**config.mk**
```make
export PLATFORM = sky130hd
export DESIGN_NAME = scwt_top
export DESIGN_NICKNAME = d
export VERILOG_FILES = /design/src/common/scwt_pkg.sv /design/src/design/scwt_top.sv /design/src/design/scwt_sys_counter.sv /design/src/design/scwt_cmp_timer.sv
export SDC_FILE = /design/constraint.sdc
export NUM_CORES = 2
export LEC_CHECK = 0
export BUFFER_PORTS_ARGS = -buffer_cell sky130_fd_sc_hd__buf_2
export CAP_MARGIN = 20
export CORE_UTILIZATION = 50
export CTS_CLUSTER_DIAMETER = 60
export DETAILED_ROUTE_END_ITERATION = 16
export PLACE_DENSITY = 0.72
export REMOVE_ABC_BUFFERS = 1
export SLEW_MARGIN = 10
export SYNTH_ARGS = -nofsm -noshare
export SYNTH_HDL_FRONTEND = slang
export SYNTH_SLANG_ARGS = --single-unit
```
**constraint.sdc**
```tcl
create_clock -name CLK_SYS_I -period 5 [get_ports CLK_SYS_I]
set_input_delay 0 -clock CLK_SYS_I [delete_from_list [all_inputs] [get_ports CLK_SYS_I]]
set_output_delay 0 -clock CLK_SYS_I [all_outputs]
set_load 0.01 [all_outputs]
```
**src/common/scwt_pkg.sv**
```systemverilog
// shared constants for the system counter and wakeup timer block
package scwt_pkg;
	localparam int          CNT_W_MIN       = 56;
	localparam int          CNT_W_MAX       = 64;
	localparam int          CNT_W           = 64;
	localparam int          CLK_MHZ         = 125;
	localparam int          CNT_MIN_MHZ     = 10;
	localparam logic [63:0] CNT_RST         = 64'h0000_0000_0000_0000;
	localparam logic [63:0] CMP_RST         = 64'hFFFF_FFFF_FFFF_FFFF;
	localparam logic [63:0] VOFF_RST        = 64'h0000_0000_0000_0000;
	localparam int          NUM_PE          = 4;
	localparam int          TEN_YEAR_SEC    = 315360000;
	// frame select codes on the access port
	localparam logic [1:0]  FRM_CNT_CTRL    = 2'h0;
	localparam logic [1:0]  FRM_CNT_READ    = 2'h1;
	localparam logic [1:0]  FRM_TMR_CTRL    = 2'h2;
	localparam logic [1:0]  FRM_PER_TMR     = 2'h3;
	// word select within a frame
	localparam logic [2:0]  W_CNT_LO        = 3'h0;
	localparam logic [2:0]  W_CNT_HI        = 3'h1;
	localparam logic [2:0]  W_CMP_LO        = 3'h2;
	localparam logic [2:0]  W_CMP_HI        = 3'h3;
	localparam logic [2:0]  W_CTL           = 3'h4;
	localparam logic [2:0]  W_VOFF_LO       = 3'h5;
	localparam logic [2:0]  W_VOFF_HI       = 3'h6;
	localparam int          CTL_EN_BIT      = 0;
	localparam int          CTL_MASK_BIT    = 1;
	localparam int          CTL_STAT_BIT    = 2;
	localparam int          CCTL_EN_BIT     = 0;
	localparam int          CCTL_SCALE_BIT  = 1;
	typedef enum logic [1:0] {
		SCWT_RSP_OK,
		SCWT_RSP_DENY
	} scwt_rsp_t;
endpackage

```
**src/design/scwt_top.sv**
```systemverilog
// system counter, per-core timers and memory-mapped wakeup timer
`timescale 1ns/1ns
// What this block does
// - counter ticks at 10 MHz or faster
// - count never wraps within ten years
// - count width between 56 and 64 bits
// - scaling support forces full 64-bit count
// - count delivered to every active per-core timer
// - per-core compare raises private core interrupt
// - always-on timer interrupts always; its core count output is frozen while its core is off
// - separate wakeup timer when cores lose power
// - per-core state saved or kept always on
// - wakeup timer uses separate register frames
// - wakeup expiry drives shared interrupt line
// - wakeup expiry also wakes processors
// - virtual offset reads zero, writes ignored
// - no user-level view frame provided
// - wakeup timer reachable from non-secure space
// - frame security mapping per frame
// - power controller wake on expiry, irq still
module scwt_top
	import scwt_pkg::*;
#(
	parameter int NPE       = scwt_pkg::NUM_PE,
	parameter int TICK_DIV  = 12,
	parameter bit SCALING   = 1'b1
) (
	input  wire logic                        CLK_SYS_I,
	input  wire logic                        RST_I,
	input  wire logic                        ACC_VLD_I,
	input  wire logic                        ACC_WR_I,
	input  wire logic                        ACC_NS_I,
	input  wire logic [1:0]                  ACC_FRAME_I,
	input  wire logic [2:0]                  ACC_WORD_I,
	input  wire logic [31:0]                 ACC_WDATA_I,
	output logic                             ACC_RVLD_O,
	output logic [31:0]                      ACC_RDATA_O,
	output logic                             ACC_ERR_O,
	input  wire logic [NPE-1:0]              PE_ON_I,
	input  wire logic [NPE-1:0]              PE_CMP_WE_I,
	input  wire logic [NPE*scwt_pkg::CNT_W-1:0] PE_CMP_I,
	input  wire logic [NPE-1:0]              PE_CTL_WE_I,
	input  wire logic [NPE-1:0]              PE_EN_I,
	output logic [NPE*scwt_pkg::CNT_W-1:0]   PE_CNT_O,
	output logic [NPE-1:0]                   PER_CORE_PRIVATE_INTERRUPT_O,
	output logic [NPE-1:0]                   PE_STAT_O,
	input  wire logic                        WAKE_ON_EXPIRY_I,
	output logic                             WAKEUP_SHARED_IRQ_O,
	output logic                             PWR_WAKE_REQ_O,
	output logic [scwt_pkg::CNT_W-1:0]       SYS_CNT_O
);
	import scwt_pkg::*;

	// tick rate and ten-year headroom checked at elaboration
	localparam int TICK_MHZ = CLK_MHZ / TICK_DIV;
	localparam longint TEN_YR_TICKS =
		longint'(TEN_YEAR_SEC) * longint'(TICK_MHZ) * 64'd1000000;
	localparam int DIV_W = $clog2(TICK_DIV + 1);

	if (TICK_DIV < 1 || TICK_MHZ < CNT_MIN_MHZ) begin : g_bad_rate
		$error("counter tick below minimum rate");
	end
	if (SCALING && CNT_W != CNT_W_MAX) begin : g_bad_scale
		$error("scaling needs a 64-bit count");
	end
	if (CNT_W < CNT_W_MIN || CNT_W > CNT_W_MAX) begin : g_bad_w
		$error("count width out of range");
	end
	if (CNT_W < 64
		&& TEN_YR_TICKS >= (longint'(1) <<< CNT_W)) begin : g_wrap
		$error("count would wrap within ten years");
	end
	if (NPE < 1) begin : g_bad_npe
		$error("need at least one core timer");
	end

	// tick divider from the system clock
	logic [DIV_W-1:0] div_q;
	logic [DIV_W-1:0] div_d;
	wire              tick;
	logic             cnt_en_q;
	logic [CNT_W-1:0] cnt;

	assign tick  = (div_q == DIV_W'(TICK_DIV - 1));
	assign div_d = tick ? '0 : div_q + DIV_W'(1);

	always_ff @(posedge CLK_SYS_I) begin
		if (RST_I)
			div_q <= '0;
		else
			div_q <= div_d;
	end

	scwt_sys_counter #(
		.W      (CNT_W)
	) u_cnt (
		.clk_i  (CLK_SYS_I),
		.rst_i  (RST_I),
		.en_i   (tick && cnt_en_q),
		.cnt_o  (cnt)
	);

	// per-core timers, always fed the count; core count outputs update only when their core is on
	logic [NPE*CNT_W-1:0] pe_cnt_q;
	logic [NPE-1:0]       pe_irq;
	logic [NPE-1:0]       pe_stat;
	logic [NPE-1:0]       pe_irq_q;
	logic [NPE-1:0]       pe_stat_q;

	for (genvar g = 0; g < NPE; g++) begin : g_pe
		// core timers sit on always-on logic here, so state survives
		scwt_cmp_timer #(
			.W        (CNT_W)
		) u_pe (
			.clk_i    (CLK_SYS_I),
			.rst_i    (RST_I),
			.cnt_i    (cnt),
			.cmp_we_i (PE_CMP_WE_I[g]),
			.cmp_i    (PE_CMP_I[g*CNT_W +: CNT_W]),
			.ctl_we_i (PE_CTL_WE_I[g]),
			.en_i     (PE_EN_I[g]),
			.mask_i   (1'b0),
			.cmp_o    (),
			.en_o     (),
			.mask_o   (),
			.stat_o   (pe_stat[g]),
			.irq_o    (pe_irq[g])
		);
		always_ff @(posedge CLK_SYS_I) begin
			if (RST_I)
				pe_cnt_q[g*CNT_W +: CNT_W] <= '0;
			else if (PE_ON_I[g])
				pe_cnt_q[g*CNT_W +: CNT_W] <= cnt;
		end
	end

	always_ff @(posedge CLK_SYS_I) begin
		if (RST_I) begin
			pe_irq_q  <= '0;
			pe_stat_q <= '0;
		end else begin
			pe_irq_q  <= pe_irq;
			pe_stat_q <= pe_stat;
		end
	end

	// frame decode with per-frame security
	wire acc_rd   = ACC_VLD_I && !ACC_WR_I;
	wire acc_wr   = ACC_VLD_I && ACC_WR_I;
	wire f_cctl   = ACC_FRAME_I == FRM_CNT_CTRL;
	wire f_cread  = ACC_FRAME_I == FRM_CNT_READ;
	wire f_tctl   = ACC_FRAME_I == FRM_TMR_CTRL;
	wire f_ptmr   = ACC_FRAME_I == FRM_PER_TMR;
	// counter-read frame not provided; per-timer frame non-secure only
	wire deny     = (f_cctl && ACC_NS_I) || f_cread
		|| (f_ptmr && !ACC_NS_I);
	wire ok_wr    = acc_wr && !deny;
	wire w_cmp_lo = ok_wr && f_ptmr && ACC_WORD_I == W_CMP_LO;
	wire w_cmp_hi = ok_wr && f_ptmr && ACC_WORD_I == W_CMP_HI;
	wire w_ctl    = ok_wr && f_ptmr && ACC_WORD_I == W_CTL;
	wire w_cctl   = ok_wr && f_cctl && ACC_WORD_I == W_CTL;

	// wakeup timer
	logic [CNT_W-1:0] wk_cmp;
	logic             wk_en;
	logic             wk_mask;
	logic             wk_stat;
	logic             wk_irq;
	wire  [CNT_W-1:0] wk_cmp_new = w_cmp_lo
		? {wk_cmp[CNT_W-1:32], ACC_WDATA_I}
		: {ACC_WDATA_I[CNT_W-33:0], wk_cmp[31:0]};

	scwt_cmp_timer #(
		.W        (CNT_W)
	) u_wake (
		.clk_i    (CLK_SYS_I),
		.rst_i    (RST_I),
		.cnt_i    (cnt),
		.cmp_we_i (w_cmp_lo || w_cmp_hi),
		.cmp_i    (wk_cmp_new),
		.ctl_we_i (w_ctl),
		.en_i     (ACC_WDATA_I[CTL_EN_BIT]),
		.mask_i   (ACC_WDATA_I[CTL_MASK_BIT]),
		.cmp_o    (wk_cmp),
		.en_o     (wk_en),
		.mask_o   (wk_mask),
		.stat_o   (wk_stat),
		.irq_o    (wk_irq)
	);

	always_ff @(posedge CLK_SYS_I) begin
		if (RST_I)
			cnt_en_q <= 1'b1;
		else if (w_cctl)
			cnt_en_q <= ACC_WDATA_I[CCTL_EN_BIT];
	end

	// read mux
	wire [63:0] cnt64 = 64'(cnt);
	wire [63:0] cmp64 = 64'(wk_cmp);
	logic [31:0] rd_w;
	always_comb begin
		rd_w = 32'h0000_0000;
		unique case (ACC_WORD_I)
			W_CNT_LO:  rd_w = cnt64[31:0];
			W_CNT_HI:  rd_w = cnt64[63:32];
			W_CMP_LO:  rd_w = f_ptmr ? cmp64[31:0] : 32'h0000_0000;
			W_CMP_HI:  rd_w = f_ptmr ? cmp64[63:32] : 32'h0000_0000;
			W_CTL: begin
				if (f_ptmr)
					rd_w = {29'h0, wk_stat, wk_mask, wk_en};
				else if (f_cctl)
					rd_w = {30'h0, SCALING, cnt_en_q};
			end
			// virtual offset is read-as-zero; writes dropped
			W_VOFF_LO: rd_w = VOFF_RST[31:0];
			W_VOFF_HI: rd_w = VOFF_RST[63:32];
			default:   rd_w = 32'h0000_0000;
		endcase
	end

	always_ff @(posedge CLK_SYS_I) begin
		if (RST_I) begin
			ACC_RVLD_O  <= 1'b0;
			ACC_RDATA_O <= '0;
			ACC_ERR_O   <= 1'b0;
		end else begin
			ACC_RVLD_O  <= ACC_VLD_I;
			ACC_RDATA_O <= (acc_rd && !deny) ? rd_w : 32'h0000_0000;
			ACC_ERR_O   <= ACC_VLD_I && deny;
		end
	end

	// interrupt, wake and count outputs, registered
	always_ff @(posedge CLK_SYS_I) begin
		if (RST_I) begin
			WAKEUP_SHARED_IRQ_O <= 1'b0;
			PWR_WAKE_REQ_O      <= 1'b0;
			PE_CNT_O            <= '0;
			SYS_CNT_O           <= '0;
		end else begin
			WAKEUP_SHARED_IRQ_O <= wk_irq;
			PWR_WAKE_REQ_O      <= wk_irq && WAKE_ON_EXPIRY_I;
			PE_CNT_O            <= pe_cnt_q;
			SYS_CNT_O           <= cnt;
		end
	end
	assign PER_CORE_PRIVATE_INTERRUPT_O = pe_irq_q;
	assign PE_STAT_O = pe_stat_q;
	// no user-level view frame; frame codes offer none
endmodule

```
**src/design/scwt_sys_counter.sv**
```systemverilog
// system count source, stepping by one on each cycle with en_i set
`timescale 1ns/1ns
module scwt_sys_counter #(
	parameter int W = scwt_pkg::CNT_W
) (
	input  wire logic         clk_i,
	input  wire logic         rst_i,
	input  wire logic         en_i,
	output logic [W-1:0]      cnt_o
);
	import scwt_pkg::*;
	logic [W-1:0] cnt_q;
	logic [W-1:0] cnt_d;

	// a width outside the allowed range stops elaboration
	if (W < CNT_W_MIN || W > CNT_W_MAX) begin : g_bad_w
		$error("counter width out of range");
	end

	assign cnt_d = en_i ? cnt_q + W'(1) : cnt_q;

	always_ff @(posedge clk_i) begin
		if (rst_i)
			cnt_q <= CNT_RST[W-1:0];
		else
			cnt_q <= cnt_d;
	end
	assign cnt_o = cnt_q;
endmodule

```
**src/design/scwt_cmp_timer.sv**
```systemverilog
// compare timer used for each per-core timer and the wakeup timer
`timescale 1ns/1ns
module scwt_cmp_timer #(
	parameter int W = scwt_pkg::CNT_W
) (
	input  wire logic         clk_i,
	input  wire logic         rst_i,
	input  wire logic [W-1:0] cnt_i,
	input  wire logic         cmp_we_i,
	input  wire logic [W-1:0] cmp_i,
	input  wire logic         ctl_we_i,
	input  wire logic         en_i,
	input  wire logic         mask_i,
	output logic [W-1:0]      cmp_o,
	output logic              en_o,
	output logic              mask_o,
	output logic              stat_o,
	output logic              irq_o
);
	import scwt_pkg::*;
	logic [W-1:0] cmp_q;
	logic         en_q;
	logic         mask_q;
	logic         irq_q;
	wire          hit;

	assign hit = en_q && (cnt_i >= cmp_q);

	always_ff @(posedge clk_i) begin
		if (rst_i) begin
			cmp_q  <= CMP_RST[W-1:0];
			en_q   <= 1'b0;
			mask_q <= 1'b0;
			irq_q  <= 1'b0;
		end else begin
			if (cmp_we_i)
				cmp_q <= cmp_i;
			if (ctl_we_i) begin
				en_q   <= en_i;
				mask_q <= mask_i;
			end
			// level stays until compare rewritten, timer disabled or interrupt masked
			irq_q <= hit && !mask_q;
		end
	end
	assign cmp_o  = cmp_q;
	assign en_o   = en_q;
	assign mask_o = mask_q;
	assign stat_o = hit;
	assign irq_o  = irq_q;
endmodule

```
==> impl_metrics.py <==
metrics = {
    "floorplan": {
        "fp.dieH_um": 289.6,
        "core_um2": 81980,
        "design.die.area_um2": 83860,
        "io_pins": 679,
        "num_rows": 105,
        "die_x_um": 289.6,
        "start_util": 0.5044,
    },
    "worst_setup_path": {
        "required_ns": 5.59,
        "critPathCapture": "ACC_RDATA_O[2]",
        "cp.arrival_ns": 4.16,
        "crit_fanout": 14,
        "path_class": "flip-flop to flip-flop",
        "reg2reg_depth": 7,
        "rr_endpoint": "ACC_RDATA_O[2]",
        "critPathLaunch": "u_cnt.cnt_o[39]",
        "end_kind": "flip-flop",
        "startpoint_type": "flip-flop",
        "r2r-start": "u_cnt.cnt_o[39]",
        "reg2reg_slack_ns": 1.43,
    },
    "sta": {
        "fin_crit_sh": 0.7132,
        "hold_viol_final": 5,
        "rsz0062_at_grt": "no",
        "setup_tns_ns": 0,
        "maxSlewHeadroom": 0.2893,
        "slew_viol_final": 0,
        "layout_min_cycle_time_ns": 3.566,
        "fin_skew_ns": 0.03517,
        "tightest_slew_ns": 1.056,
        "fin_hold_ws_ns": -0.03290,
        "finalSetupViolCount": 0,
        "max_freq_mhz": 280.4,
    },
    "hold_path": {
        "hold_class": "input pin to flip-flop",
        "hold_depth": 3,
    },
    "layout": {
        "finish.utilization": 0.6633,
        "drive_gt1_frac": 0.1713,
        "area_growth_pct": 31.50,
        "nNetsFinal": 6044,
        "final_area_um2": 54380,
    },
    "pwr": {
        "leakage_nw": 26.77,
        "ir_worst_vdd_uv": 313.8,
        "powerDensity_nw_per_um2": 337.9,
    },
    "synth": {
        "synth_area_um2": 41350,
        "yosys.area_share.simple": 0.1612,
        "yosys.cell_count.top_type": "dfxtp_1",
        "synth-compound-area-share": 0.1136,
        "synth_top_family_by_area": "simple AND/OR/NAND/NOR gates",
        "synth.area.top_cells": "dfxtp_1, ha_1, mux2i_1",
        "netlist_top_cells_count": "dfxtp_1, nand2_1, nor2_1, inv_1, o211ai_1",
        "synth_cell_types": 71,
        "ys.flop_type": "dfxtp_1",
        "synth_seq_cells": 1016,
        "netlist_instances": 4357,
        "yosysTopAreaCellShare": 0.4919,
        "seq_area_frac_synth": 0.4919,
        "synth_xor_area_frac": 0.009955,
        "async_reset_ff_frac": 0,
        "synth_fa_ha_area_frac": 0.09743,
        "avgSynthCellArea_um2": 9.491,
        "synth_top_cell_by_area": "dfxtp_1",
        "ys.warnings.count": 0,
        "synth_enable_flop_cells": 0,
        "synthMuxAreaShare": 0.06660,
    },
    "grt": {
        "grt_use_total": 0.3190,
        "grt_pass1_wl_um": 205200,
        "grt-ovfl-total": 0,
        "grt_pass1_vias": 34811,
        "antenna_found_initial": 21,
        "grt_max_degree": 188,
    },
    "clock_tree": {
        "tritoncts": "built",
        "htree_num_levels": 3,
        "clk_path_buf_depth": 3,
        "cts_root_buf": "clkbuf_16",
        "clkLatencyLatePin_ns": 0.69,
        "cts_resized": 0,
        "clk_pin_slew_ns": 0.06,
        "numCtsBuffers": 109,
        "clock-sinks": 1016,
    },
    "drt": {
        "drt_iter0_drc": 2630,
        "routedWlPerCell_um": 21.05,
        "via_per_inst": 5.416,
        "routed_wl_um": 138700,
        "route.antenna.remaining_nets": 0,
        "via_count": 35683,
        "drt_pre_antenna_iters": 6,
        "drc_errors": 0,
    },
    "job": {
        "cap_viol_max_count": 0,
    },
    "run_status": {
        "violations": "hold timing",
        "status": "finished with violations",
    },
    "place": {
        "dp_hpwl_um": 92220,
        "portBuffers": 678,
        "gp_congestion": 0.8858,
        "dpl_cell_area_um2": 45350,
    },
}
## metrics by stage
step / setup WS (ns) / cells / power, mW
after floorplan: 1.024 / 4066 / 8.869
after global placement: 1.175 / 5860 / 9.371
after detailed placement: 1.653 / 5861 / 9.393
after CTS: 1.620 / 6570 / 18.40
after global routing: 1.369 / 6581 / 18.94
final: 1.434 / 6589 / 18.37
## cell usage in the layout, fill, tap and decap left out, drive strengths merged, types with 15 or more instances in the layout
master / netlist / final
mux2i: 274 / 274
nor4: 15 / 15
dlygate4sd3: 0 / 505
clkbuf: 213 / 149
nor2: 413 / 413
a21o: 46 / 46
inv: 336 / 350
o211ai: 325 / 325
bufinv: 0 / 16
nor2b: 315 / 315
a21oi: 110 / 110
dfxtp: 1016 / 1016
a222oi: 29 / 29
nand4: 76 / 76
nand2: 430 / 430
nand3: 52 / 52
buf: 78 / 725
nor3: 33 / 33
xnor2: 25 / 25
clkinv: 0 / 17
o21ai: 97 / 97
ha: 322 / 322
diode: 0 / 19
xor2: 22 / 22
## routing by layer
layer,wire length (µm),global-route usage
met2,65860,0.5359
met1,57020,0.3983
met5,63,0
met4,6261,0.1473
met3,9467,0.05542
## repair_timing
| action | CTS | global route |
|---|---|---|
| hold buffers | 505 | 0 |
| hold endpoints to repair | 424 | 0 |
| setup endpoints to repair | 0 | 0 |
| buffers inserted | 0 | 0 |
## state kept, by name, indices dropped and copies added, names as in the netlist, 32 cells and up
name,count
u_cnt.cnt_o,64
SYS_CNT_O,64
u_wake.cmp_o,64
pe_cnt_q,256
ACC_RDATA_O,32
PE_CNT_O,256
g_pe.u_pe.cmp_o,256
## final cells by class
| cell class | count | area, µm² |
|---|---|---|
| clock inverter | 55 | 819.5 |
| inverter | 336 | 1269 |
| antenna | 19 | 47.55 |
| multi-input combinational | 2714 | 18590 |
| fill | 6418 | 27600 |
| sequential | 1016 | 20340 |
| timing repair buffer | 1230 | 8866 |
| clock buffer | 149 | 3109 |
| tap | 1070 | 1339 |
## worst max-delay path, cell delays in order (launching register included)
cell and delay (ns):
dfxtp_1 0.91, ha_1 0.31, nand4_1 0.14, nor4_1 0.90
nand4_1 0.45, a221oi_1 0.43, nor4_1 0.08, nor4_1 0.26
## report_power, final
group	leakage (nW)	internal [mW]	switching [mW]
combinational	16.6	0.601	0.717
clock	1.91	5.23	3.54
sequential	8.26	8.24	0.0422
## worst min path at each step
stage	from	endpoint	slack, ns
after global placement	PE_CMP_I[141]	g_pe[2].u_pe.cmp_o[13]	0.21
after CTS	PE_CMP_WE_I[3]	g_pe[3].u_pe.cmp_o[14]	0.0003
after global routing	PE_CMP_WE_I[3]	g_pe[3].u_pe.cmp_o[41]	0.02
after floorplan	RST_I	SYS_CNT_O[0]	0.07
after detailed placement	PE_CMP_I[255]	g_pe[3].u_pe.cmp_o[63]	0.22
final	PE_CMP_WE_I[3]	g_pe[3].u_pe.cmp_o[44]	-0.03
## cells by family (layout without fill, tap and decap cells)
| group | count (synthesis) | count (layout) |
|---|---|---|
| mux | 275 | 275 |
| simple gates | 1391 | 1391 |
| other cells | 0 | 19 |
| flops | 1016 | 1016 |
| compound gates | 679 | 679 |
| fa+ha+maj | 322 | 322 |
| buf+inv | 627 | 1770 |
| xor+xnor | 47 | 47 |
Note: power is estimated with default switching activity, not from simulation.
